## src/hw/tss_pkg.sv

```systemverilog
// Purpose: Shared constants for the transmit status and station register block.
// Assumes: Byte-wide host register port, one 100 MHz clock.
// Notes:   Register offsets, status and launch bit positions, byte reset values and the self-reception window timing live here.
package tss_pkg;
	// ========================================================================
	// Register offsets within the 16-byte window.
	localparam logic [3:0] OFS_TX_STATUS   = 4'h0;
	localparam logic [3:0] OFS_TX_IRQ_EN   = 4'h2;
	localparam logic [3:0] OFS_TX_MODE     = 4'h4;
	localparam logic [3:0] OFS_STATION0    = 4'h8;
	localparam logic [3:0] OFS_CABLE_LOW   = 4'hE;
	localparam logic [3:0] OFS_CABLE_HIGH  = 4'hF;
	localparam logic [3:0] OFS_TX_LAUNCH   = 4'hA;
	// Register bank select values for offsets 8 to 15.
	localparam logic [1:0] BANK_STATION    = 2'h0;
	localparam logic [1:0] BANK_FILTER     = 2'h1;
	localparam logic [1:0] BANK_BUFFER     = 2'h2;
	// ========================================================================
	// Transmit status bit positions.
	localparam int BIT_TX_DONE   = 7;
	localparam int BIT_CARRIER   = 6;
	localparam int BIT_SELF_RX   = 5;
	localparam int BIT_CR_DROP   = 4;
	localparam int BIT_JABBER    = 3;
	localparam int BIT_COLLISION = 2;
	localparam int BIT_XS_COL    = 1;
	localparam logic [7:0] IRQ_EN_MASK  = 8'h8E;
	localparam logic [7:0] TX_MODE_MASK = 8'h07;
	localparam int BIT_LAUNCH_START = 7;
	// ========================================================================
	// Reset values.
	localparam logic [7:0] RST_BYTE  = 8'h00;
	localparam logic [3:0] RST_COUNT = 4'h0;
	// ========================================================================
	// Collision retry limit and byte stores.
	localparam logic [3:0] LAST_COLLISION = 4'hF;
	localparam int STATION_BYTES = 6;
	localparam int FILTER_BYTES  = 8;
	localparam int STORE_BYTES   = STATION_BYTES + FILTER_BYTES;
	localparam int CABLE_BITS    = 14;
	localparam int LENGTH_BITS   = 11;
	// ========================================================================
	// Receive header status byte field positions.
	localparam int HDR_GOOD   = 5;
	localparam int HDR_REMOTE = 4;
	localparam int HDR_SHORT  = 3;
	localparam int HDR_ALIGN  = 2;
	localparam int HDR_CRC    = 1;
	// ========================================================================
	// Self-reception window after a frame ends.
	localparam int CLK_PERIOD_NS  = 10;
	localparam int SELF_RX_WIN_NS = 25600;
	localparam int SELF_RX_WIN_CYC = SELF_RX_WIN_NS / CLK_PERIOD_NS;
	// ========================================================================
	// Transmit sequencer states.
	typedef enum logic [1:0] {
		TSS_IDLE = 2'b01,
		TSS_SEND = 2'b10
	} tss_state_t;
endpackage

```

## src/hw/tss_top.sv

```systemverilog
// Purpose: Transmit status flags, collision retry, station and filter bytes.
// Assumes: Host strobes and transmitter events are one-cycle pulses on REF_CLK.
// Notes:   Host reads return data two cycles after the read strobe.
`timescale 1ns/10ps
module tss_top #(
	parameter int SELF_RX_WIN = tss_pkg::SELF_RX_WIN_CYC
) (
	input  wire logic        REF_CLK,
	input  wire logic        RST_N,
	input  wire logic [3:0]  HOST_ADDR,
	input  wire logic [1:0]  HOST_BANK,
	input  wire logic        HOST_WR,
	input  wire logic        HOST_RD,
	input  wire logic [7:0]  HOST_WDATA,
	output logic      [7:0]  HOST_RDATA,
	output logic             HOST_RVALID,
	output logic             HOST_IRQ,
	input  wire logic        CARRIER_SENSE,
	input  wire logic        TX_FRAME_BEGIN,
	input  wire logic        TX_FRAME_END,
	input  wire logic        TX_COLLISION,
	input  wire logic        JABBER_EVENT,
	input  wire logic        RX_GOOD_FRAME,
	output logic             TX_ENABLE,
	output logic             TX_RETRY,
	output logic             TX_SKIP,
	input  wire logic [13:0] CABLE_TEST_COUNT,
	output logic      [47:0] STATION_ADDRESS,
	output logic      [63:0] MULTICAST_FILTER,
	input  wire logic [7:0]  TX_HDR_LOW,
	input  wire logic [7:0]  TX_HDR_HIGH,
	output logic      [10:0] TX_FRAME_LENGTH,
	input  wire logic        RX_HDR_LOAD,
	input  wire logic [4:0]  RX_HDR_FLAGS,
	input  wire logic [10:0] RX_HDR_LENGTH,
	output logic      [31:0] RX_HEADER
);
	// ========================================================================
	// Decoding shared by read and write paths.
	function automatic logic hit(input logic [3:0] a, input logic [3:0] ofs);
		hit = (a == ofs);
	endfunction

	function automatic logic store_hit(input logic [3:0] a, input logic [1:0] b);
		store_hit = ((b == tss_pkg::BANK_STATION) && (a >= tss_pkg::OFS_STATION0)
			&& (a < tss_pkg::OFS_CABLE_LOW))
			|| ((b == tss_pkg::BANK_FILTER) && (a >= tss_pkg::OFS_STATION0));
	endfunction

	function automatic logic [3:0] store_index(input logic [3:0] a, input logic [1:0] b);
		logic [3:0] base;
		base = a - tss_pkg::OFS_STATION0;
		store_index = (b == tss_pkg::BANK_FILTER) ? (base + 4'(tss_pkg::STATION_BYTES)) : base;
	endfunction

	// ========================================================================
	// Declarations.
	tss_pkg::tss_state_t state;
	tss_pkg::tss_state_t next_state;
	logic [7:0]  irq_en;
	logic [2:0]  mode_low;
	logic [3:0]  col_count;
	logic [6:0]  pkt_left;
	logic        in_frame;
	logic        carrier_prev;
	logic        done_flag;
	logic        self_rx_flag;
	logic        drop_flag;
	logic        jabber_flag;
	logic        col_flag;
	logic        xs_col_flag;
	logic [15:0] win_count;
	logic [7:0]  status_image;
	logic        status_wr;
	logic        launch_wr;
	logic        col_event;
	logic        col_final;
	logic        frame_ok;
	logic        pkt_finish;
	logic        bank_finish;
	logic        rd_pend;
	logic        rd_from_store;
	logic [7:0]  rd_hold;
	logic [7:0]  rd_direct;
	logic [7:0]  store_q;
	logic [tss_pkg::STORE_BYTES*8-1:0] store_flat;

	assign status_wr   = HOST_WR && hit(HOST_ADDR, tss_pkg::OFS_TX_STATUS);
	assign launch_wr   = HOST_WR && (HOST_BANK == tss_pkg::BANK_BUFFER)
		&& hit(HOST_ADDR, tss_pkg::OFS_TX_LAUNCH);
	assign col_event   = TX_COLLISION && (state == tss_pkg::TSS_SEND);
	assign col_final   = col_event && (col_count == tss_pkg::LAST_COLLISION);
	assign frame_ok    = TX_FRAME_END && !TX_COLLISION && (state == tss_pkg::TSS_SEND);
	assign pkt_finish  = frame_ok || col_final;
	assign bank_finish = pkt_finish && (pkt_left == 7'h01);

	// ========================================================================
	// Transmit sequencer.
	always_comb begin
		next_state = state;
		case (state)
			tss_pkg::TSS_IDLE: begin
				if (launch_wr && HOST_WDATA[tss_pkg::BIT_LAUNCH_START]
					&& (HOST_WDATA[6:0] != 7'h00)) begin
					next_state = tss_pkg::TSS_SEND;
				end
			end
			tss_pkg::TSS_SEND: begin
				if (bank_finish) begin
					next_state = tss_pkg::TSS_IDLE;
				end
			end
			default: begin
				next_state = tss_pkg::TSS_IDLE;
			end
		endcase
	end

	always_ff @(posedge REF_CLK) begin
		if (!RST_N) begin
			state <= tss_pkg::TSS_IDLE;
		end else begin
			state <= next_state;
		end
	end

	always_ff @(posedge REF_CLK) begin
		if (!RST_N) begin
			pkt_left <= 7'h00;
		end else if ((state == tss_pkg::TSS_IDLE) && (next_state == tss_pkg::TSS_SEND)) begin
			pkt_left <= HOST_WDATA[6:0];
		end else if (pkt_finish) begin
			pkt_left <= pkt_left - 7'h01;
		end
	end

	assign TX_ENABLE = (state == tss_pkg::TSS_SEND);

	// ========================================================================
	// Collision counting and retry.
	always_ff @(posedge REF_CLK) begin
		if (!RST_N) begin
			col_count <= tss_pkg::RST_COUNT;
			TX_RETRY  <= 1'b0;
			TX_SKIP   <= 1'b0;
		end else begin
			TX_RETRY <= col_event && !col_final;
			TX_SKIP  <= col_final;
			if (col_final || frame_ok) begin
				col_count <= tss_pkg::RST_COUNT;
			end else if (col_event) begin
				col_count <= col_count + 4'h1;
			end
		end
	end

	always_ff @(posedge REF_CLK) begin
		if (!RST_N) begin
			in_frame     <= 1'b0;
			carrier_prev <= 1'b0;
		end else begin
			carrier_prev <= CARRIER_SENSE;
			if (TX_FRAME_BEGIN) begin
				in_frame <= 1'b1;
			end else if (TX_FRAME_END || TX_COLLISION) begin
				in_frame <= 1'b0;
			end
		end
	end

	// ========================================================================
	// Latched status flags; a set event wins over a same-cycle clear by the host or, for drop_flag, by TX_FRAME_BEGIN.
	always_ff @(posedge REF_CLK) begin
		if (!RST_N) begin
			done_flag <= 1'b0;
		end else if (bank_finish) begin
			done_flag <= 1'b1;
		end else if (status_wr && HOST_WDATA[tss_pkg::BIT_TX_DONE]) begin
			done_flag <= 1'b0;
		end
	end

	always_ff @(posedge REF_CLK) begin
		if (!RST_N) begin
			jabber_flag <= 1'b0;
		end else if (JABBER_EVENT) begin
			jabber_flag <= 1'b1;
		end else if (status_wr && HOST_WDATA[tss_pkg::BIT_JABBER]) begin
			jabber_flag <= 1'b0;
		end
	end

	always_ff @(posedge REF_CLK) begin
		if (!RST_N) begin
			col_flag <= 1'b0;
		end else if (col_event) begin
			col_flag <= 1'b1;
		end else if (status_wr && HOST_WDATA[tss_pkg::BIT_COLLISION]) begin
			col_flag <= 1'b0;
		end
	end

	always_ff @(posedge REF_CLK) begin
		if (!RST_N) begin
			xs_col_flag <= 1'b0;
		end else if (col_final) begin
			xs_col_flag <= 1'b1;
		end else if (status_wr && HOST_WDATA[tss_pkg::BIT_XS_COL]) begin
			xs_col_flag <= 1'b0;
		end
	end

	always_ff @(posedge REF_CLK) begin
		if (!RST_N) begin
			drop_flag <= 1'b0;
		end else if (in_frame && carrier_prev && !CARRIER_SENSE) begin
			drop_flag <= 1'b1;
		end else if (TX_FRAME_BEGIN) begin
			drop_flag <= 1'b0;
		end
	end

	// ========================================================================
	// Self-reception window and flag.
	always_ff @(posedge REF_CLK) begin
		if (!RST_N) begin
			win_count <= 16'h0000;
		end else if (frame_ok) begin
			win_count <= 16'(SELF_RX_WIN);
		end else if (win_count != 16'h0000) begin
			win_count <= win_count - 16'h0001;
		end
	end

	always_ff @(posedge REF_CLK) begin
		if (!RST_N) begin
			self_rx_flag <= 1'b0;
		end else if (RX_GOOD_FRAME && (win_count != 16'h0000)) begin
			self_rx_flag <= 1'b1;
		end else if (TX_FRAME_BEGIN
			|| (status_wr && HOST_WDATA[tss_pkg::BIT_SELF_RX])) begin
			self_rx_flag <= 1'b0;
		end
	end

	always_comb begin
		status_image = tss_pkg::RST_BYTE;
		status_image[tss_pkg::BIT_TX_DONE]   = done_flag;
		status_image[tss_pkg::BIT_CARRIER]   = CARRIER_SENSE;
		status_image[tss_pkg::BIT_SELF_RX]   = self_rx_flag;
		status_image[tss_pkg::BIT_CR_DROP]   = drop_flag;
		status_image[tss_pkg::BIT_JABBER]    = jabber_flag;
		status_image[tss_pkg::BIT_COLLISION] = col_flag;
		status_image[tss_pkg::BIT_XS_COL]    = xs_col_flag;
	end

	// ========================================================================
	// Interrupt enable, mode register and interrupt output.
	always_ff @(posedge REF_CLK) begin
		if (!RST_N) begin
			irq_en   <= tss_pkg::RST_BYTE;
			mode_low <= 3'h0;
		end else if (HOST_WR) begin
			if (hit(HOST_ADDR, tss_pkg::OFS_TX_IRQ_EN)) begin
				irq_en <= HOST_WDATA & tss_pkg::IRQ_EN_MASK;
			end
			if (hit(HOST_ADDR, tss_pkg::OFS_TX_MODE)) begin
				mode_low <= HOST_WDATA[2:0];
			end
		end
	end

	assign HOST_IRQ = |(status_image & irq_en & tss_pkg::IRQ_EN_MASK);

	// ========================================================================
	// Station address and multicast filter store.
	tss_byte_store #(
		.DEPTH (tss_pkg::STORE_BYTES),
		.AW    (4)
	) u_store (
		.clk     (REF_CLK),
		.rst_n   (RST_N),
		.wr_en   (HOST_WR && store_hit(HOST_ADDR, HOST_BANK)),
		.wr_addr (store_index(HOST_ADDR, HOST_BANK)),
		.wr_data (HOST_WDATA),
		.rd_en   (HOST_RD),
		.rd_addr (store_index(HOST_ADDR, HOST_BANK)),
		.rd_data (store_q),
		.flat    (store_flat)
	);

	assign STATION_ADDRESS  = store_flat[47:0];
	assign MULTICAST_FILTER = store_flat[111:48];

	// ========================================================================
	// Host read path: two-cycle latency from strobe to data.
	always_comb begin
		rd_direct = tss_pkg::RST_BYTE;
		if (hit(HOST_ADDR, tss_pkg::OFS_TX_STATUS)) begin
			rd_direct = status_image;
		end else if (hit(HOST_ADDR, tss_pkg::OFS_TX_IRQ_EN)) begin
			rd_direct = irq_en;
		end else if (hit(HOST_ADDR, tss_pkg::OFS_TX_MODE)) begin
			rd_direct = {col_count, 1'b0, mode_low};
		end else if (HOST_BANK == tss_pkg::BANK_STATION) begin
			if (hit(HOST_ADDR, tss_pkg::OFS_CABLE_LOW)) begin
				rd_direct = CABLE_TEST_COUNT[7:0];
			end else if (hit(HOST_ADDR, tss_pkg::OFS_CABLE_HIGH)) begin
				rd_direct = {2'b00, CABLE_TEST_COUNT[13:8]};
			end
		end else if ((HOST_BANK == tss_pkg::BANK_BUFFER)
			&& hit(HOST_ADDR, tss_pkg::OFS_TX_LAUNCH)) begin
			rd_direct = {TX_ENABLE, pkt_left};
		end
	end

	always_ff @(posedge REF_CLK) begin
		if (!RST_N) begin
			rd_pend       <= 1'b0;
			rd_from_store <= 1'b0;
			rd_hold       <= tss_pkg::RST_BYTE;
		end else begin
			rd_pend <= HOST_RD;
			if (HOST_RD) begin
				rd_from_store <= store_hit(HOST_ADDR, HOST_BANK);
				rd_hold       <= rd_direct;
			end
		end
	end

	always_ff @(posedge REF_CLK) begin
		if (!RST_N) begin
			HOST_RDATA  <= tss_pkg::RST_BYTE;
			HOST_RVALID <= 1'b0;
		end else begin
			HOST_RVALID <= rd_pend;
			if (rd_pend) begin
				HOST_RDATA <= rd_from_store ? store_q : rd_hold;
			end
		end
	end

	// ========================================================================
	// Packet headers in buffer memory.
	always_ff @(posedge REF_CLK) begin
		if (!RST_N) begin
			TX_FRAME_LENGTH <= 11'h000;
			RX_HEADER       <= 32'h00000000;
		end else begin
			TX_FRAME_LENGTH <= {TX_HDR_HIGH[2:0], TX_HDR_LOW};
			if (RX_HDR_LOAD) begin
				RX_HEADER <= {5'h00, RX_HDR_LENGTH[10:8], RX_HDR_LENGTH[7:0],
					8'h00, 2'b00, RX_HDR_FLAGS, 1'b0};
			end
		end
	end
endmodule

```

## src/hw/tss_byte_store.sv

```systemverilog
// Purpose: Byte store for the station address and multicast filter.
// Assumes: One write and one read port, synchronous to the clock.
// Notes:   Read data come out of a register one cycle after the request.
`timescale 1ns/10ps
module tss_byte_store #(
	parameter int DEPTH = tss_pkg::STORE_BYTES,
	parameter int AW    = 4
) (
	input  wire logic              clk,
	input  wire logic              rst_n,
	input  wire logic              wr_en,
	input  wire logic [AW-1:0]     wr_addr,
	input  wire logic [7:0]        wr_data,
	input  wire logic              rd_en,
	input  wire logic [AW-1:0]     rd_addr,
	output logic      [7:0]        rd_data,
	output logic      [DEPTH*8-1:0] flat
);
	// ========================================================================
	// Storage.
	logic [7:0] mem [DEPTH];

	genvar g;
	generate
		for (g = 0; g < DEPTH; g++) begin : g_byte
			always_ff @(posedge clk) begin
				if (!rst_n) begin
					mem[g] <= tss_pkg::RST_BYTE;
				end else if (wr_en && (wr_addr == AW'(g))) begin
					mem[g] <= wr_data;
				end
			end
			assign flat[g*8 +: 8] = mem[g];
		end
	endgenerate

	// ========================================================================
	// Registered read.
	always_ff @(posedge clk) begin
		if (!rst_n) begin
			rd_data <= tss_pkg::RST_BYTE;
		end else if (rd_en) begin
			rd_data <= (32'(rd_addr) < DEPTH) ? mem[rd_addr] : tss_pkg::RST_BYTE;
		end
	end
endmodule

```

## config.mk

```make
export PLATFORM = sky130hd
export DESIGN_NAME = tss_top
export DESIGN_NICKNAME = d
export VERILOG_FILES = /design/src/hw/tss_pkg.sv /design/src/hw/tss_top.sv /design/src/hw/tss_byte_store.sv
export SDC_FILE = /design/constraint.sdc
export NUM_CORES = 1
export LEC_CHECK = 0
export ABC_CLOCK_PERIOD_IN_PS = 4600
export BUFFER_PORTS_ARGS = -buffer_cell sky130_fd_sc_hd__buf_2
export CORE_MARGIN = 2
export CORE_UTILIZATION = 50
export CTS_CLUSTER_DIAMETER = 60
export CTS_CLUSTER_SIZE = 10
export DETAILED_ROUTE_END_ITERATION = 12
export GPL_ROUTABILITY_DRIVEN = 0
export PLACE_DENSITY_LB_ADDON = 0.15
export SLEW_MARGIN = 20
export SYNTH_ARGS = -nofsm -noshare
export SYNTH_HDL_FRONTEND = slang
export SYNTH_HIERARCHICAL = 1
export SYNTH_SLANG_ARGS = --single-unit
```

## constraint.sdc

```tcl
create_clock -name REF_CLK -period 4.6 [get_ports REF_CLK]
set_input_delay 1.38 -clock REF_CLK [delete_from_list [all_inputs] [get_ports REF_CLK]]
set_output_delay 1.38 -clock REF_CLK [all_outputs]
set_load 0.05 [all_outputs]
```

# Word level (Yosys, flattened, before mapping)
# Memories as Yosys holds them, arrays and structs flattened.
# Cells that the tools add are included.
[totals]
reg_bits = 100
latchBits = 0
ramBits = 112
romBits = 0
input_bits = 71
out_inout_bits = 168
elab_cells = 228
mem_count = 1
[classes]
add_sub_neg = 5
multipliers = 0
n_div = 0
order_cmp = 3
eq_ne = 25
shift = 0
n_mux = 88
bitwise = 16
n_reduce_logical = 65
[mem_list]
columns = ["memory", "depth", "word_bits", "rd", "rd_clocked_by_memory_dff", "wr", "line_no", "text"]
rows = [
  ["u_store.mem", 14, 8, 15, 0, 14, "tss_byte_store.sv:21", "logic [7:0] mem [DEPTH];"],
]
[op_table]
columns = ["op", "n"]
rows = [
  ["two-way mux 8 bit", 22],
  ["two-way mux 1 bit", 57],
  ["equality test 4 bit, second input constant", 10],
  ["logical AND 1 bit", 39],
  ["two-way mux 12 bit", 2],
  ["equality test 4 x 3 -> 1 bit, second input constant", 5],
  ["nonzero test 2 bit", 9],
  ["nonzero test 16 bit", 1],
  ["subtractor 16 x 1 -> 16 bit, second input constant", 1],
  ["two-way mux 7 bit", 2],
  ["bitwise OR 1 bit", 14],
  ["equality test 4 x 2 -> 1 bit, second input constant", 3],
  ["bitwise AND 8 bit", 1],
  ["logical NOT 4 bit", 2],
  ["< comparator 4 bit, second input constant", 2],
  ["equality test 7 x 1 -> 1 bit, second input constant", 1],
  ["nonzero test 7 bit", 1],
  ["subtractor 7 x 1 -> 7 bit, second input constant", 1],
  ["equality test 2 bit, second input constant", 3],
  ["two-way mux 6 bit", 1],
  ["adder 4 x 1 -> 4 bit, second input constant", 1],
  ["adder 4 x 3 -> 4 bit, second input constant", 1],
  ["equality test 2 x 1 -> 1 bit, second input constant", 2],
  ["equality test 4 x 1 -> 1 bit, second input constant", 1],
  ["12 further kinds", 20],
]

# Logic depth before layout (Yosys ltp)
[depth]
word_depth = 10
mapped_depth = 9
ltp_nobuf = 7

# By module
# Netlist, hierarchy kept.
[modules_own_cells]
columns = ["module", "instances", "cells_per_inst", "area_each_um2", "seq_area_each_um2"]
rows = [
  ["tss_byte_store", 1, 382, 5570.3, 3523.4],
  ["tss_top", 1, 482, 4445.5, 1841.8],
]

# Least setup slack after synthesis
# OpenSTA, ideal clock, no wires.
[synth_path]
path_type = "input-to-reg"
start = "input port HOST_ADDR[1]"
end = "memory u_store.mem[1][0] (enable)"
setup_time_ns = 0.384
arrival_time_ns = 3.283
t_required_ns = 4.216
setup_slack_ns = 0.933
path_stages = 8
path_buffers = 2
cell_sequence = "buf_2 inv_1 ha_1 nor2_1 xnor2_1 or3b_1 buf_2 o21ai_0"
[synth_lines]
columns = ["item", "line_no", "text"]
rows = [
  ["start: declaration", "tss_top.sv:10", "input wire logic [3:0] HOST_ADDR,"],
  ["end: declaration", "tss_byte_store.sv:21", ""],
]

# Worst setup path after layout
[layout_path]
start = "input port HOST_ADDR[1]"
end = "register u_store.rd_data[5]"
[layout_between]
elab_chain_cells = 5
word_cells_on_any_way = 6
cone_classes = "add/sub (2); order compare (1); mux (2); memory (1)"
[layout_rtl]
columns = ["item", "line_no", "text"]
rows = [
  ["subtractor 4 bit *", "tss_top.sv:52", "base = a - tss_pkg::OFS_STATION0;"],
  ["adder 4 x 3 -> 4 bit", "tss_top.sv:53", "store_index = (b == tss_pkg::BANK_FILTER) ? (base + 4'(tss_pkg::STATION_BYTES)) : base;"],
  ["two-way mux 4 bit *", "tss_top.sv:53", ""],
  ["memory (14 x 8 bit) / < comparator 4 bit (equally long branches)", "--", ""],
  ["two-way mux 8 bit *", "tss_byte_store.sv:43", "rd_data <= (32'(rd_addr) < DEPTH) ? mem[rd_addr] : tss_pkg::RST_BYTE;"],
  ["end signal: assignment", "tss_byte_store.sv:41", "rd_data <= tss_pkg::RST_BYTE;"],
  ["end signal: assignment", "tss_byte_store.sv:43", ""],
  ["end: declaration", "tss_byte_store.sv:16", "output logic [7:0] rd_data,"],
]
# Every way passes the cells marked *; elsewhere a longest branch is shown, timed or not.
# A chain may end at the register's enable or synchronous reset.

==> metrics.txt <==
layout cells sized above 1 0.2862; Final ANT Viol Nets 0; worst r2r src win_count[0]$_SDFFE_PP0P_; Final HPWL DP 18680 um; Longest Clk Path Bufs 3; CTS tree yes; Min-Delay Path Depth 1; PortBufs 217; register area 5365 sq um; Core ar. 19590 sq um; post-CTS sizing 0; largest net degree at the start of global routing 37; Final Power 5.074 mW; worst r2r path cells 7; number of max-cap violations 0; initial antenna violation count 0; # nets final approximately 1200; worst min path class flip-flop to flip-flop; TNS Setup 0 ps; Worst setup SP type input port; Synth Cell Area 10020 sq um; drt via density 5.449; Req. time, crit path 4980 ps; Netlist cell types 69; 1st-pass router iterations 5; Initial Util 0.5113; kind of critical path input port to flip-flop; Ys Warns 6; FILL cells 1671; HP Start HOST_RDATA[3]$_SDFFE_PN0P_; Leak Pwr 4.990 nW; Mapped Avg Cell Area 11.59 sq um; CTS buffer count 25; Vias 7421; status finished clean; GR Util All Layers 0.2372; Root Driver clkbuf_16; htree depth 1; CP Capture Type flip-flop; Overflow after GRT 0; worst skew pair latency between 500 and 600 ps; Worst R2R End win_count[15]$_SDFFE_PP0P_; wire per inst 19.19 um; DIE WIDTH 145.5 um; VDD IR-drop max 235.4 uV; vias in the first global route 7154; Cell Pwr Density 423.0 nW/um^2; Rel. slew slack 0.4261; post-detailed-routing wire length 26130 um; flop-to-flop setup slack 2340 ps; critical path's slowest cell buf_4; Final min period 3295 ps; hold_buf cts 0; first-pass GRT wire length slightly below 40000 um; final design utilization 0.6123; Final Hold Viols 0; row cnt between 50 and 60; synthesis-to-finish area growth 19.76%; sequential share of the synthesized area 0.5357; RSZ-0062 raised after global routing no; WP data arrival between 3000 and 4000 ps; I/O pins 239; n_diodes 0; Initial DRC Count around 620; DRC errors left 0; synthesis-stage register bit count 212; Worst Path Max Fanout 24; EDFF count, synth about 110; Sink Count approximately 210; Worst Hold Path EP HOST_RDATA[3]$_SDFFE_PN0P_; Die H around 150 um; clk_skew 13.67 ps; fmax 303.5 MHz; crit-path cells buf_2 > inv_1 > ha_1 > o21ai_2 > buf_4 > mux4_2 > a22oi_1 > o211ai_1; crit share post-route 0.7162; Max Transition Viols Final 0; synthesized instance count 864; Setup Buffers After CTS 0; area of the multi-input gates 4230 sq um; Worst-path clk slew 50 ps; Setup-failing EPs final 0; max incr delay on CP ~410 ps; Worst Tran Pin Value 860.9 ps; Most used DFF post-synth edfxtp_1; Die Area 21180 sq um; async set-reset flop share out of synthesis 0
-- synth_stat cells, drive strengths merged (3+ instances only) --
master	number	area (sq um)
nand2	51	191.4
nand4	4	25.02
nor2b	35	219.0
ha	7	87.58
o211a	10	100.1
dfxtp	100	2002
edfxtp	112	3363
or3	4	25.02
a22oi	15	112.6
mux2	4	45.04
xnor2	15	131.4
a21oi	23	115.1
a21o	4	37.53
or4	3	26.27
xor2	5	43.79
and2	129	807.0
buf	36	277.8
a21boi	7	52.55
mux2i	56	560.5
mux4	24	548.0
nand3b	6	45.04
o41ai	4	35.03
o211ai	11	82.58
a211oi	5	37.54
nor4	5	31.28
nor3b	3	22.52
o21ai	23	115.1
nand3	14	70.07
clkbuf	30	112.6
nor3	10	61.31
nand2b	10	62.56
inv	26	97.59
a2111oi	3	45.05
nor2	39	158.9
and3	3	18.77
-- state kept, by name (all words and copies together) (netlist names), 2 cells and up --
signal / count
RX_HEADER: 16
col_count: 4
irq_en: 4
mode_low: 3
state: 2
rd_hold: 8
HOST_RDATA: 8
win_count: 16
pkt_left: 7
u_store/mem: 112
u_store/rd_data: 8
TX_FRAME_LENGTH: 11
-- cell type report --
type,instances,area share
sequential,212,0.4473
timing repair buffer,242,0.1062
tap,265,0.02764
multi-input combinational,575,0.3527
clock inverter,2,0.001252
clock buffer,40,0.05685
inverter,26,0.008136
-- critical path, delay by kind of cell --
kind	cells	cell delay (ps)
mux	1	370
compound gates	3	780
buf+inv	3	780
fa+ha+maj	1	330
-- per-stage QoR --
stage	instance area, sq um	hold WS (ps)	instances	setup slack, ps
detailed placement	11300	465.4	1320	512.8
finish	12000	474.0	1362	1305
floorplan	10070	440.3	879	933.0
global placement	11300	456.0	1320	521.6
CTS	12000	473.4	1362	1033
global route	12000	489.3	1362	1163
-- power breakdown --
group | switching, mW | total, mW | internal (mW) | leakage (nW)
clock network | 0.724 | 1.73 | 1.01 | 0.335
logic | 0.723 | 1.09 | 0.372 | 2.77
registers | 0.114 | 2.25 | 2.14 | 1.88
-- worst max-delay path by stage --
stage	from	endpoint	slack, ps	cells past startpoint
floorplan	HOST_ADDR[1]	u_store/mem[1][0]$_SDFFCE_PN0P_	930	8
global placement	HOST_ADDR[1]	u_store/mem[11][4]$_SDFFCE_PN0P_	520	7
detailed placement	HOST_ADDR[1]	u_store/mem[11][1]$_SDFFCE_PN0P_	510	7
CTS	HOST_ADDR[1]	u_store/mem[11][4]$_SDFFCE_PN0P_	1030	7
global route	HOST_ADDR[1]	u_store/mem[11][4]$_SDFFCE_PN0P_	1160	7
finish	HOST_ADDR[1]	u_store/rd_data[5]$_SDFFE_PN0P_	1310	8
-- routing by layer --
| metal | GRT usage | part of all wire | up-vias | wire length, um |
|---|---|---|---|---|
| met4 | 0.08382 | 0.029 | 0 | 764 |
| met1 | 0.3222 | 0.42 | 3509 | 10910 |
| met5 | 0 | 0 | - | 0 |
| met2 | 0.3822 | 0.47 | 363 | 12190 |
| li1 | - | - | 3498 | - |
| met3 | 0.04671 | 0.087 | 51 | 2262 |
-- layout by cell type (no fill, tap or decap), types with 16 or more instances in the layout --
cell | synthesis | routed
conb_1 | 1 | 16
mux2i_1 | 56 | 56
mux4_2 | 22 | 22
a21oi_1 | 23 | 23
buf_4 | 16 | 25
o21ai_0 | 23 | 20
dfxtp_1 | 100 | 100
nor2_1 | 34 | 34
clkbuf_16 | 0 | 25
inv_1 | 25 | 25
nor2b_1 | 35 | 35
buf_2 | 10 | 217
nand2_1 | 51 | 51
edfxtp_1 | 112 | 112
and2_1 | 129 | 129
-- logic make-up after synthesis --
kind of cell / Yosys count / share of synthesized area
multiplexers: 84 / 0.1152
flip-flops: 212 / 0.5357
adder cells (fa/ha/maj): 7 / 0.008744
other: 1 / 0.0003744
buffers and inverters: 92 / 0.04872
XOR/XNOR: 20 / 0.01749
AO/OA/AOI/OAI: 118 / 0.08507
AND/OR/NAND/NOR: 330 / 0.1888
No activity file was read; power rests on OpenSTA's default activity.
